<file path="src/logic/tt_pkg.sv">
// Purpose: shared constants and types for the transfer execution block
// Assumes: 10-bit instruction words, 4-bit accumulator and secondary reg
// Notes:   register offsets are byte addresses on a 32-bit bus
package tt_pkg;

    // bus register offsets
    localparam logic [7:0] OFF_OPCODE = 8'h00; // write runs an instruction
    localparam logic [7:0] OFF_ACC    = 8'h04;
    localparam logic [7:0] OFF_SEC    = 8'h08;
    localparam logic [7:0] OFF_STATUS = 8'h0c;
    localparam logic [7:0] OFF_CTRLS  = 8'h10; // all eight controls packed
    localparam logic [7:0] OFF_TCNT   = 8'h14; // both timer counts

    // status field positions
    localparam int ST_SKIP    = 0;
    localparam int ST_ILLEGAL = 1;
    localparam int ST_PIN0    = 2;
    localparam int ST_PIN1    = 3;

    // polarity bit inside each external interrupt control register
    localparam int POL_BIT = 2;

    // control register indexes
    localparam logic [2:0] CTL_INT_FIRST  = 3'h0;
    localparam logic [2:0] CTL_INT_SECOND = 3'h1;
    localparam logic [2:0] CTL_EXT_ZERO   = 3'h2;
    localparam logic [2:0] CTL_EXT_ONE    = 3'h3;
    localparam logic [2:0] CTL_TMR_FIRST  = 3'h4;
    localparam logic [2:0] CTL_TMR_SECOND = 3'h5;
    localparam logic [2:0] CTL_TMR_THIRD  = 3'h6;
    localparam logic [2:0] CTL_TMR_FOURTH = 3'h7;

    // reset values
    localparam logic [3:0] CTL_RESET = 4'h0;
    localparam logic [3:0] NIB_RESET = 4'h0;
    localparam logic [9:0] OPC_RESET = 10'h000;

    // instruction codes
    localparam logic [9:0] OPC_SKIP_PIN0  = 10'h03a;
    localparam logic [9:0] OPC_SKIP_PIN1  = 10'h03b;
    localparam logic [9:0] OPC_RD_EXT_INT_ONE_PIN    = 10'h054;
    localparam logic [9:0] OPC_WR_EXT_INT_ONE_PIN    = 10'h03f;
    localparam logic [9:0] OPC_RD_INT2    = 10'h055;
    localparam logic [9:0] OPC_WR_INT2    = 10'h03e;
    localparam logic [9:0] OPC_RD_EXT0    = 10'h253;
    localparam logic [9:0] OPC_WR_EXT0    = 10'h217;
    localparam logic [9:0] OPC_RD_EXT1    = 10'h254;
    localparam logic [9:0] OPC_WR_EXT1    = 10'h218;
    localparam logic [9:0] OPC_RD_TMC1    = 10'h24b;
    localparam logic [9:0] OPC_WR_TMC1    = 10'h20e;
    localparam logic [9:0] OPC_RD_TMC2    = 10'h24c;
    localparam logic [9:0] OPC_WR_TMC2    = 10'h20f;
    localparam logic [9:0] OPC_RD_TMC3    = 10'h24d;
    localparam logic [9:0] OPC_WR_TMC3    = 10'h210;
    localparam logic [9:0] OPC_RD_TMC4    = 10'h24e;
    localparam logic [9:0] OPC_WR_TMC4    = 10'h211;
    localparam logic [9:0] OPC_RD_TMR1    = 10'h270;
    localparam logic [9:0] OPC_LD_TMR1    = 10'h230;
    localparam logic [9:0] OPC_RD_TMR2    = 10'h271;
    localparam logic [9:0] OPC_LD_TMR2    = 10'h231;

    // instruction classes
    typedef enum logic [2:0] {
        K_NONE    = 3'h0,
        K_SKIP    = 3'h1,
        K_CTL_RD  = 3'h2,
        K_CTL_WR  = 3'h3,
        K_TMR_LD  = 3'h4,
        K_TMR_RD  = 3'h5
    } tt_kind_e;

    // decoded instruction: class plus register, timer or pin select
    typedef struct packed {
        tt_kind_e   kind;
        logic [2:0] sel;
    } tt_dec_s;

endpackage : tt_pkg

</file>
<file path="src/logic/tt_dec_if.sv">
// Purpose: carries an instruction word to the decoder and its result back
// Assumes: decoder is purely combinational
// Notes:   none
`timescale 1ns/1ns
interface tt_dec_if;
    logic [9:0]       opcode;
    tt_pkg::tt_dec_s  dec;

    modport decoder (input opcode, output dec);
    modport user    (output opcode, input dec);
endinterface : tt_dec_if

</file>
<file path="src/logic/tt_xfer_exec.sv">
// Purpose: runs peripheral transfer and pin skip instructions over AHB-Lite
// Assumes: timer counts come from logic on hclk; interrupt pins are async
// Notes:   write to the opcode register executes it in that data phase
//
// Contract
// - polarity one: skip when pin zero high
// - polarity zero: skip when pin zero low
// - polarity one: skip when pin one high
// - polarity zero: skip when pin one low
// - read first interrupt control into accumulator
// - write accumulator into first interrupt control
// - second interrupt control read and written, four bits
// - external zero control read and written
// - external one control read and written
// - first timer control read and written
// - second timer control read and written
// - third timer control read and written
// - fourth timer control read and written
// - timer one and reload loaded from pair
// - timer two and reload loaded from pair
// - timer one count read into pair
// - timer two count read into pair
`timescale 1ns/1ns
module tt_xfer_exec (
    // clock and reset
    input  wire  logic        hclk,
    input  wire  logic        hresetn,
    // ahb-lite slave
    input  wire  logic        hsel,
    input  wire  logic [31:0] haddr,
    input  wire  logic [1:0]  htrans,
    input  wire  logic        hwrite,
    input  wire  logic [2:0]  hsize,
    input  wire  logic [31:0] hwdata,
    input  wire  logic        hready,
    output logic              hreadyout,
    output logic              hresp,
    output logic [31:0]       hrdata,
    // external interrupt pins
    input  wire  logic        ext_int_zero_pin,
    input  wire  logic        ext_int_one_pin,
    // timer hardware
    input  wire  logic [7:0]  timer_one_count,
    input  wire  logic [7:0]  timer_two_count,
    output logic              load_timer_one_pair,
    output logic              load_timer_two_pair,
    output logic [7:0]        timer_load_value,
    // control registers toward interrupt and timer hardware
    output logic [3:0]        int_ctrl_first,
    output logic [3:0]        int_ctrl_second,
    output logic [3:0]        ext_int_zero_ctrl,
    output logic [3:0]        ext_int_one_ctrl,
    output logic [3:0]        timer_ctrl_first,
    output logic [3:0]        timer_ctrl_second,
    output logic [3:0]        timer_ctrl_third,
    output logic [3:0]        timer_ctrl_fourth,
    // skip request to the sequencer
    output logic              skip_next
);

    logic [7:0]  addr_ff;
    logic        wr_pend_ff;
    logic        rd_pend_ff;
    logic        hreadyout_ff;
    logic [31:0] hrdata_ff;
    logic [3:0]  acc_ff;
    logic [3:0]  sec_ff;
    logic [9:0]  opcode_ff;
    logic [3:0]  ctl_ff [8];
    logic        skip_ff;
    logic        skip_next_ff;
    logic        illegal_ff;
    logic        pin0_meta_ff;
    logic        pin0_sync_ff;
    logic        pin1_meta_ff;
    logic        pin1_sync_ff;
    logic        ld1_ff;
    logic        ld2_ff;
    logic [7:0]  ld_val_ff;
    logic        addr_ok;
    logic        exec;
    logic        pin_level;
    logic        pin_pol;
    logic [31:0] nxt_hrdata;

    tt_dec_if dif ();

    tt_decode u_decode (
        .dif (dif.decoder)
    );

    // a data-phase write hit on a given register offset
    function automatic logic wr_hit(input logic [7:0] off);
        return wr_pend_ff && hready && (addr_ff == off);
    endfunction : wr_hit

    // instruction word is taken straight from the write data lanes
    assign dif.opcode = hwdata[9:0];
    assign addr_ok    = hsel && htrans[1] && hready;
    assign exec       = wr_hit(tt_pkg::OFF_OPCODE);

    // address phase capture; reads get one wait state for a fresh value
    always_ff @(posedge hclk or negedge hresetn) begin
        if (!hresetn) begin
            addr_ff      <= 8'h00;
            wr_pend_ff   <= 1'b0;
            rd_pend_ff   <= 1'b0;
            hreadyout_ff <= 1'b1;
        end else if (hready) begin
            wr_pend_ff   <= addr_ok && hwrite;
            rd_pend_ff   <= addr_ok && !hwrite;
            hreadyout_ff <= !(addr_ok && !hwrite);
            if (addr_ok) begin
                addr_ff <= {haddr[7:2], 2'b00}; // word aligned only
            end
        end else begin
            hreadyout_ff <= 1'b1;
        end
    end

    // read mux; unmapped offsets read as zero with an okay answer
    always_comb begin
        nxt_hrdata = 32'h0000_0000;
        unique case (addr_ff)
            tt_pkg::OFF_OPCODE: nxt_hrdata[9:0] = opcode_ff;
            tt_pkg::OFF_ACC:    nxt_hrdata[3:0] = acc_ff;
            tt_pkg::OFF_SEC:    nxt_hrdata[3:0] = sec_ff;
            tt_pkg::OFF_STATUS: begin
                nxt_hrdata[tt_pkg::ST_SKIP]    = skip_ff;
                nxt_hrdata[tt_pkg::ST_ILLEGAL] = illegal_ff;
                nxt_hrdata[tt_pkg::ST_PIN0]    = pin0_sync_ff;
                nxt_hrdata[tt_pkg::ST_PIN1]    = pin1_sync_ff;
            end
            tt_pkg::OFF_CTRLS: nxt_hrdata = {ctl_ff[7], ctl_ff[6], ctl_ff[5],
                                             ctl_ff[4], ctl_ff[3], ctl_ff[2],
                                             ctl_ff[1], ctl_ff[0]};
            tt_pkg::OFF_TCNT: nxt_hrdata[15:0] = {timer_two_count,
                                                  timer_one_count};
            default: nxt_hrdata = 32'h0000_0000;
        endcase
    end

    // read data is loaded during the wait cycle
    always_ff @(posedge hclk or negedge hresetn) begin
        if (!hresetn) begin
            hrdata_ff <= 32'h0000_0000;
        end else if (rd_pend_ff && !hreadyout_ff) begin
            hrdata_ff <= nxt_hrdata;
        end
    end

    // two-stage synchronisers for the interrupt pins
    always_ff @(posedge hclk or negedge hresetn) begin
        if (!hresetn) begin
            pin0_meta_ff <= 1'b0;
            pin0_sync_ff <= 1'b0;
            pin1_meta_ff <= 1'b0;
            pin1_sync_ff <= 1'b0;
        end else begin
            pin0_meta_ff <= ext_int_zero_pin;
            pin0_sync_ff <= pin0_meta_ff;
            pin1_meta_ff <= ext_int_one_pin;
            pin1_sync_ff <= pin1_meta_ff;
        end
    end

    // selected pin and its polarity bit for the skip test
    assign pin_level = dif.dec.sel[0] ? pin1_sync_ff : pin0_sync_ff;
    assign pin_pol   = dif.dec.sel[0]
                     ? ctl_ff[tt_pkg::CTL_EXT_ONE][tt_pkg::POL_BIT]
                     : ctl_ff[tt_pkg::CTL_EXT_ZERO][tt_pkg::POL_BIT];

    // skip result: pin level equal to polarity means skip
    always_ff @(posedge hclk or negedge hresetn) begin
        if (!hresetn) begin
            skip_ff      <= 1'b0;
            skip_next_ff <= 1'b0;
        end else begin
            skip_next_ff <= 1'b0;
            if (exec) begin
                skip_ff <= 1'b0;
                if (dif.dec.kind == tt_pkg::K_SKIP) begin
                    skip_ff      <= pin_level == pin_pol;
                    skip_next_ff <= pin_level == pin_pol;
                end
            end
        end
    end

    // last instruction word and whether it was outside the group
    always_ff @(posedge hclk or negedge hresetn) begin
        if (!hresetn) begin
            opcode_ff  <= tt_pkg::OPC_RESET;
            illegal_ff <= 1'b0;
        end else if (exec) begin
            opcode_ff  <= hwdata[9:0];
            illegal_ff <= dif.dec.kind == tt_pkg::K_NONE;
        end
    end

    // control registers; loaded from the accumulator on a write instruction
    always_ff @(posedge hclk or negedge hresetn) begin
        if (!hresetn) begin
            for (int i = 0; i < 8; i++) begin
                ctl_ff[i] <= tt_pkg::CTL_RESET;
            end
        end else if (exec && dif.dec.kind == tt_pkg::K_CTL_WR) begin
            ctl_ff[dif.dec.sel] <= acc_ff;
        end
    end

    // accumulator and secondary register; instruction wins over bus write
    always_ff @(posedge hclk or negedge hresetn) begin
        if (!hresetn) begin
            acc_ff <= tt_pkg::NIB_RESET;
            sec_ff <= tt_pkg::NIB_RESET;
        end else if (exec) begin
            case (dif.dec.kind)
                tt_pkg::K_CTL_RD: begin
                    acc_ff <= ctl_ff[dif.dec.sel];
                end
                tt_pkg::K_TMR_RD: begin
                    // high nibble to secondary, low to accumulator
                    {sec_ff, acc_ff} <= dif.dec.sel[0] ? timer_two_count
                                      : timer_one_count;
                end
                default: begin
                    acc_ff <= acc_ff;
                end
            endcase
        end else begin
            if (wr_hit(tt_pkg::OFF_ACC)) begin
                acc_ff <= hwdata[3:0];
            end
            if (wr_hit(tt_pkg::OFF_SEC)) begin
                sec_ff <= hwdata[3:0];
            end
        end
    end

    // timer load strobes; one pulse loads both count and reload register
    always_ff @(posedge hclk or negedge hresetn) begin
        if (!hresetn) begin
            ld1_ff    <= 1'b0;
            ld2_ff    <= 1'b0;
            ld_val_ff <= 8'h00;
        end else begin
            ld1_ff <= exec && dif.dec.kind == tt_pkg::K_TMR_LD
                   && !dif.dec.sel[0];
            ld2_ff <= exec && dif.dec.kind == tt_pkg::K_TMR_LD
                   && dif.dec.sel[0];
            if (exec && dif.dec.kind == tt_pkg::K_TMR_LD) begin
                ld_val_ff <= {sec_ff, acc_ff};
            end
        end
    end

    // outputs straight from flops, except hresp, which is tied to okay
    assign hreadyout           = hreadyout_ff;
    assign hresp               = 1'b0; // always okay
    assign hrdata              = hrdata_ff;
    assign load_timer_one_pair = ld1_ff;
    assign load_timer_two_pair = ld2_ff;
    assign timer_load_value    = ld_val_ff;
    assign int_ctrl_first      = ctl_ff[tt_pkg::CTL_INT_FIRST];
    assign int_ctrl_second     = ctl_ff[tt_pkg::CTL_INT_SECOND];
    assign ext_int_zero_ctrl   = ctl_ff[tt_pkg::CTL_EXT_ZERO];
    assign ext_int_one_ctrl    = ctl_ff[tt_pkg::CTL_EXT_ONE];
    assign timer_ctrl_first    = ctl_ff[tt_pkg::CTL_TMR_FIRST];
    assign timer_ctrl_second   = ctl_ff[tt_pkg::CTL_TMR_SECOND];
    assign timer_ctrl_third    = ctl_ff[tt_pkg::CTL_TMR_THIRD];
    assign timer_ctrl_fourth   = ctl_ff[tt_pkg::CTL_TMR_FOURTH];
    assign skip_next           = skip_next_ff;
endmodule : tt_xfer_exec

</file>
<file path="src/logic/tt_decode.sv">
// Purpose: maps a 10-bit instruction word to class and select
// Assumes: unknown words give class none
// Notes:   combinational, no state
`timescale 1ns/1ns
module tt_decode (
    // decode channel
    tt_dec_if.decoder dif
);

    // table lookup; every word of the group is one instruction word
    function automatic tt_pkg::tt_dec_s decode(input logic [9:0] w);
        tt_pkg::tt_dec_s d;
        d = '{kind: tt_pkg::K_NONE, sel: 3'h0};
        unique case (w)
            tt_pkg::OPC_SKIP_PIN0: d = '{tt_pkg::K_SKIP, 3'h0};
            tt_pkg::OPC_SKIP_PIN1: d = '{tt_pkg::K_SKIP, 3'h1};
            tt_pkg::OPC_RD_EXT_INT_ONE_PIN: d = '{tt_pkg::K_CTL_RD, tt_pkg::CTL_INT_FIRST};
            tt_pkg::OPC_WR_EXT_INT_ONE_PIN: d = '{tt_pkg::K_CTL_WR, tt_pkg::CTL_INT_FIRST};
            tt_pkg::OPC_RD_INT2: d = '{tt_pkg::K_CTL_RD, tt_pkg::CTL_INT_SECOND};
            tt_pkg::OPC_WR_INT2: d = '{tt_pkg::K_CTL_WR, tt_pkg::CTL_INT_SECOND};
            tt_pkg::OPC_RD_EXT0: d = '{tt_pkg::K_CTL_RD, tt_pkg::CTL_EXT_ZERO};
            tt_pkg::OPC_WR_EXT0: d = '{tt_pkg::K_CTL_WR, tt_pkg::CTL_EXT_ZERO};
            tt_pkg::OPC_RD_EXT1: d = '{tt_pkg::K_CTL_RD, tt_pkg::CTL_EXT_ONE};
            tt_pkg::OPC_WR_EXT1: d = '{tt_pkg::K_CTL_WR, tt_pkg::CTL_EXT_ONE};
            tt_pkg::OPC_RD_TMC1: d = '{tt_pkg::K_CTL_RD, tt_pkg::CTL_TMR_FIRST};
            tt_pkg::OPC_WR_TMC1: d = '{tt_pkg::K_CTL_WR, tt_pkg::CTL_TMR_FIRST};
            tt_pkg::OPC_RD_TMC2: d = '{tt_pkg::K_CTL_RD,
                                       tt_pkg::CTL_TMR_SECOND};
            tt_pkg::OPC_WR_TMC2: d = '{tt_pkg::K_CTL_WR,
                                       tt_pkg::CTL_TMR_SECOND};
            tt_pkg::OPC_RD_TMC3: d = '{tt_pkg::K_CTL_RD, tt_pkg::CTL_TMR_THIRD};
            tt_pkg::OPC_WR_TMC3: d = '{tt_pkg::K_CTL_WR, tt_pkg::CTL_TMR_THIRD};
            tt_pkg::OPC_RD_TMC4: d = '{tt_pkg::K_CTL_RD,
                                       tt_pkg::CTL_TMR_FOURTH};
            tt_pkg::OPC_WR_TMC4: d = '{tt_pkg::K_CTL_WR,
                                       tt_pkg::CTL_TMR_FOURTH};
            tt_pkg::OPC_LD_TMR1: d = '{tt_pkg::K_TMR_LD, 3'h0};
            tt_pkg::OPC_LD_TMR2: d = '{tt_pkg::K_TMR_LD, 3'h1};
            tt_pkg::OPC_RD_TMR1: d = '{tt_pkg::K_TMR_RD, 3'h0};
            tt_pkg::OPC_RD_TMR2: d = '{tt_pkg::K_TMR_RD, 3'h1};
            default: d = '{kind: tt_pkg::K_NONE, sel: 3'h0};
        endcase
        return d;
    endfunction : decode

    // decode the word presented by the executing side
    always_comb begin
        dif.dec = decode(dif.opcode);
    end

endmodule : tt_decode

</file>
<file path="config.mk">
export PLATFORM = sky130hd
export DESIGN_NAME = tt_xfer_exec
export DESIGN_NICKNAME = d
export VERILOG_FILES = /design/src/logic/tt_pkg.sv /design/src/logic/tt_dec_if.sv /design/src/logic/tt_xfer_exec.sv /design/src/logic/tt_decode.sv
export SDC_FILE = /design/constraint.sdc
export NUM_CORES = 1
export LEC_CHECK = 0
export BUFFER_PORTS_ARGS = -buffer_cell sky130_fd_sc_hd__buf_2
export CELL_PAD_IN_SITES_DETAIL_PLACEMENT = 0
export CELL_PAD_IN_SITES_GLOBAL_PLACEMENT = 1
export CORE_ASPECT_RATIO = 1.75
export CORE_MARGIN = 4
export CORE_UTILIZATION = 39
export DETAILED_ROUTE_END_ITERATION = 8
export PLACE_DENSITY_LB_ADDON = 0.1
export SLEW_MARGIN = 20
export SYNTH_ARGS = -nofsm -noshare
export SYNTH_HDL_FRONTEND = slang
export SYNTH_SLANG_ARGS = --single-unit
</file>
<file path="constraint.sdc">
create_clock -name hclk -period 2.9 [get_ports hclk]
set_clock_uncertainty 0.05 [all_clocks]
set_input_delay 0.435 -clock hclk [delete_from_list [all_inputs] [get_ports hclk]]
set_output_delay 0.435 -clock hclk [all_outputs]
set_load 0.02 [all_outputs]
</file>
======== Yosys cells after proc, flatten, opt, wreduce, memory -nomap -nowiden ========
Index checks and enable logic that the tools add are counted.
Widths: inputs -> output; s select.
word-level totals
  register bits ........................... 108
  bits in latches ......................... 0
  bits in writable memories ............... 0
  bits in read-only memories .............. 0
  bits of input ports ..................... 92
  output and inout port bits .............. 77
  memories kept ........................... 0
cells by class
  add/sub/neg operators ................... 0
  $mul .................................... 0
  div/mod/pow operators ................... 0
  $lt $le $gt $ge ......................... 2
  equal/unequal tests ..................... 35
  shift-type cells ........................ 0
  muxes and demuxes ....................... 23
  bitwise operators ....................... 1
  reduce and logical (&&, ||, !) cells .... 25
operators with widths
  kind                  number
  $eq 10x10->1 const B  16
  $pmux 6 s22           1
  $eq 10x6->1 const B   4
  $bwmux 32             1
  $mux 4                8
  $pmux 4 s6            1
  $eq 10x7->1 const B   2
  $pmux 6 s3            1
  $mux 16               1
  $logic_and 1x1->1     14
  $bmux 4 s3            1
  $demux 4 s3           1
  $eq 6x2->1 const B    2
  $eq 6x3->1 const B    2
  $pmux 6 s2            1
  $logic_not 8->1       1
  $mux 8                1
  $pmux 4 s2            1
  $eq 3x2->1 const B    2
  $eq 3x3->1 const B    2
  $eq 6x1->1 const B    1
  $reduce_and 2->1      3
  $mux 1                5
  $ge 4x4->1 const B    1
  other kinds (9)       13

======== Depth between registers and ports, before layout ========
  depth after elaboration ................. 8
  mapped depth ............................ 11
  depth with buffers taken out ............ 7

======== Cells and area by module ========
Synthesis repeated with hierarchy kept, for this count alone.
unflattened totals
  cells, all modules ...................... 476
  area total of the unflattened synthesis .. 5461.5 sq um
modules (own cells, without submodules)
  module        times used  cells an instance  area each (sq um)  seq. area each (sq um)
  tt_xfer_exec  1           412                5009.8             2703.8
  tt_decode     1           64                 451.7              0.0

======== Least setup slack after synthesis ========
OpenSTA, ideal clock, no wires.
  kind .................................... input-to-reg
  start point ............................. input hwdata[7]
  end point ............................... register acc_ff[2]
  setup time .............................. 0.130 ns
  arrival ................................. 2.497 ns
  required time ........................... 2.720 ns
  setup slack ............................. 0.223 ns
  cell stages on the path ................. 10
  cell sequence ........................... or3b_1 -> buf_6 -> or4_4 -> nand4_4 -> nor2_4 -> buf_6 -> buf_2 -> mux2i_1 -> a2111oi_2 -> o21ai_1
between the ends
  word-level cells in the longest chain between the ends .. 8
RTL lines
  element                                     line                 RTL
  start: declaration                          tt_xfer_exec.sv:34   input wire logic [31:0] hwdata,
  $eq 10x10->1, or another cell as far along  tt_decode.sv:14      unique case (w)
  $pmux 6 s22 (*)                             tt_decode.sv:14
  $not 3->4 (implied by the code)             tt_xfer_exec.sv:220  acc_ff <= ctl_ff[dif.dec.sel];
  $bmux 4 s3                                  tt_xfer_exec.sv:220
  $mux 4 (implied by the code) (2 in a row)   tt_xfer_exec.sv:220
  $pmux 4 s2                                  tt_xfer_exec.sv:218  case (dif.dec.kind)
  $mux 4                                      tt_xfer_exec.sv:217  end else if (exec) begin
  end signal: assignment                      tt_xfer_exec.sv:215  acc_ff <= tt_pkg::NIB_RESET;
  end signal: assignment                      tt_xfer_exec.sv:220
  end signal: assignment                      tt_xfer_exec.sv:224  {sec_ff, acc_ff} <= dif.dec.sel[0] ? timer_two_count
  end: declaration                            tt_xfer_exec.sv:66   logic [3:0] acc_ff;
Mark *: on every way between the ends. The rest lies on a longest branch, timed or not. The select of a mux whose other input is x is not followed.
A chain may end at the register's enable or synchronous reset.

======== Worst setup path in the final report ========
  start point ............................. input hwdata[1]
  end point ............................... register acc_ff[1]
between the ends
  word-level cells in the longest chain between the ends .. 8
RTL lines
  element                                     line
  $eq 10x10->1, or another cell as far along  tt_decode.sv:14
  $pmux 6 s22                                 tt_decode.sv:14
  $not 3->4 (implied by the code)             tt_xfer_exec.sv:220
  $bmux 4 s3                                  tt_xfer_exec.sv:220
  $mux 4 (implied by the code) (2 in a row)   tt_xfer_exec.sv:220
  $pmux 4 s2                                  tt_xfer_exec.sv:218
  $mux 4                                      tt_xfer_exec.sv:217
Several ways; a longest one is shown, not always the timed one. The select of a mux whose other input is x is not followed.

==> impl_metrics.tcl <==
set metrics [dict create \
    cp_slowest_cell "or4b_1" \
    detail_route.iter0.violations 244 \
    wl_per_cell_um 20.88 \
    ys_ff_latch 108 \
    critical_path.endpoint_type "register" \
    yosysSeqAreaShare_pct 49.85 \
    hold_depth 1 \
    clockBufferDepth 2 \
    status "complete, no violations" \
    rrSetupSlack_ns 0.24 \
    diodes 0 \
    synth_area_um2 5424 \
    finalSetupViolations 0 \
    grt_pass1_wl_um 27270 \
    path_max_fanout 6 \
    critPathArrivalTime_ns 2.88 \
    io_buffers 115 \
    layout_commonest_cell "buf_2" \
    peakVddDrop_v 0.0003000 \
    cp.required_ns 3.07 \
    die_area_um2 15930 \
    first_pass_iters 4 \
    power.density_nw_per_um2 509.6 \
    reg2reg_depth 7 \
    final_cell_mix "buf_2 (114), dfrtp_1 (107), nand2_1 (78), mux2_2 (54), buf_4 (48)" \
    syn_area_per_cell_um2 10.64 \
    antenna_found_initial 0 \
    cts_tree "done" \
    r2r-start "addr_ff[7]" \
    tightest_slew_ns 0.6748 \
    crit_path_start_kind "input port" \
    path_delay_family "simple AND/OR/NAND/NOR gates" \
    grt-ovfl-total 0 \
    cts_buffers 9 \
    r2r_end "timer_ctrl_second[2]" \
    clkSlewWorstSetupHoldPaths_ns 0.07 \
    holdPathEnd "pin0_meta_ff" \
    crit_buf_inv 1 \
    drive_gt1_share_pct 39.08 \
    hold_class "in2reg" \
    post-cts-setup-buffers 0 \
    final-max-slew-violation-count 0 \
    leakagePower_nw 3.387 \
    hold_viol_final 0 \
    synth_cell_types 64 \
    initial_core_util_pct 40.11 \
    io_pins 169 \
    hold_ws_ns 0.1316 \
    synth_edf_count 0 \
    slew_headroom_pct 55.01 \
    max_freq_mhz 369.7 \
    slowest_delay_ns 0.56 \
    drv_cap 0 \
    die_y_um 164.0 \
    drc 0 \
    post-route-period-util_pct 93.28 \
    grt_pass1_vias 4777 \
    dp_hpwl_um 13310 \
    crit_path_frequent_cell "or4b_1" \
    path_class "in2reg" \
    fin_crit_ns 2.705 \
    clock_sinks 108 \
    num_vias 4579 \
    viasPerCell 5.524 \
    min-delay-start "ext_int_zero_pin" \
    synth_warnings 0 \
    crit_chain "buf_2 > or4b_1 > or4b_1 > nand4_4 > nor2_4 > mux2_4 > a2111oi_1 > o41ai_1" \
    synthesis.nets 602 \
    async_flop_share_pct 100.0 \
    rsz0062_at_grt "no" \
    area_growth_pct 25.14 \
    cts_max_level 3 \
    die_x_um 97.15 \
    clock-root-buffer "clkbuf_16" \
    wl_um 17310 \
    clkLatencyLatePin_ns 0.36 \
    ys.flop_type "dfrtp_1" \
    place_congestion 0.9098 \
    syn_inst 510 \
    antenna_left 0 \
    core_um2 13520 \
    final_core_util_pct 50.19 \
    grt_usage_pct 22.24 \
    grt_max_degree 36 \
    layout.nets 742 \
    std_cell_rows 56 \
]
-- layer usage --
metal  GRT usage (%)  up-vias  routed length, um
met4           8.690        0                463
met5               0        -                  0
met2           41.38      141               9352
li1                -     2152                  -
met3           3.102       29                783
met1           25.60     2257               6708
-- worst max-delay path by stage --
stage | start | to | cells past startpoint
3_5_place_dp | hwdata[1] | acc_ff[3] | 9
6_report | hwdata[1] | acc_ff[1] | 8
5_1_grt | addr_ff[7] | int_ctrl_second[0] | 6
2_1_floorplan | hwdata[7] | acc_ff[2] | 10
4_1_cts | addr_ff[7] | acc_ff[0] | 7
3_3_place_gp | hwdata[2] | acc_ff[3] | 11
-- synthesized netlist by cell type (3+ instances only) --
cell,number,share of area (%)
o41ai_1,5,0.81
a221oi_1,3,0.48
nand2b_1,4,0.46
a21oi_1,12,1.1
nor4b_1,3,0.48
mux2_4,3,0.83
o21ai_0,29,2.7
mux2i_1,12,2.2
xnor2_1,5,0.81
o211ai_2,3,0.69
o31ai_1,7,0.97
nor4_1,4,0.46
nand4_1,7,0.81
inv_1,5,0.35
nor3_1,6,0.55
a22o_1,22,3.6
a22oi_1,10,1.4
a2111oi_1,3,0.55
nand2_1,79,5.5
clkbuf_1,28,1.9
or3_1,5,0.58
dfrtp_1,107,49
nand3b_1,3,0.42
a31oi_1,5,0.58
buf_6,3,0.62
mux2_2,54,11
nand3_1,19,1.8
nor2_1,18,1.2
-- sequential cells by signal (all words and copies together), names as in the netlist, 6 cells and up --
name,count
hrdata,32
opcode_ff,10
timer_load_value,8
addr_ff,6
-- cells by family (layout without fill, tap and decap cells) --
group / Yosys count / in the layout / share of synthesized area, %
other cells: 1 / 1 / 0.06914
buf+inv: 40 / 185 / 3.299
flops: 108 / 108 / 49.85
simple gates: 173 / 173 / 16.47
xor+xnor: 6 / 6 / 0.9689
compound gates: 113 / 113 / 15.09
mux: 69 / 69 / 14.26
-- report_power, final --
part           switching (mW)  leakage (nW)  total, mW  internal, mW
combinational           0.268          1.79      0.446         0.178
clock                   0.628         0.156       1.33         0.700
sequential             0.0879          1.44       1.69          1.60
-- repair_timing --
item,CTS,global route
gates resized for setup,0,1
endpoints found under the setup margin,0,1
hold buffers,1,0
endpoints found under the hold margin,21,0
-- stage by stage --
stage	TNS [ns]	instances	area [um2]	setup WS (ns)	power, mW
3_3_place_gp	-0.7298	812	6444	-0.1610	2.151
2_1_floorplan	0	510	5424	0.2231	1.942
5_1_grt	0	829	6788	0.07014	3.605
4_1_cts	0	829	6785	0.1427	3.485
6_report	0	829	6788	0.1950	3.459
3_5_place_dp	-1.488	812	6444	-0.1735	2.162
-- cell type report --
| type | count | area (um2) |
|---|---|---|
| clock inverters | 7 | 106.4 |
| repair buffers | 164 | 960.9 |
| well taps | 174 | 217.7 |
| inverters | 5 | 18.77 |
| fillers | 1299 | 6735 |
| clock buffers | 9 | 225.2 |
| multi-input cells | 362 | 2555 |
| flip-flops and latches | 108 | 2704 |
No activity file was read; power rests on OpenSTA's default activity.
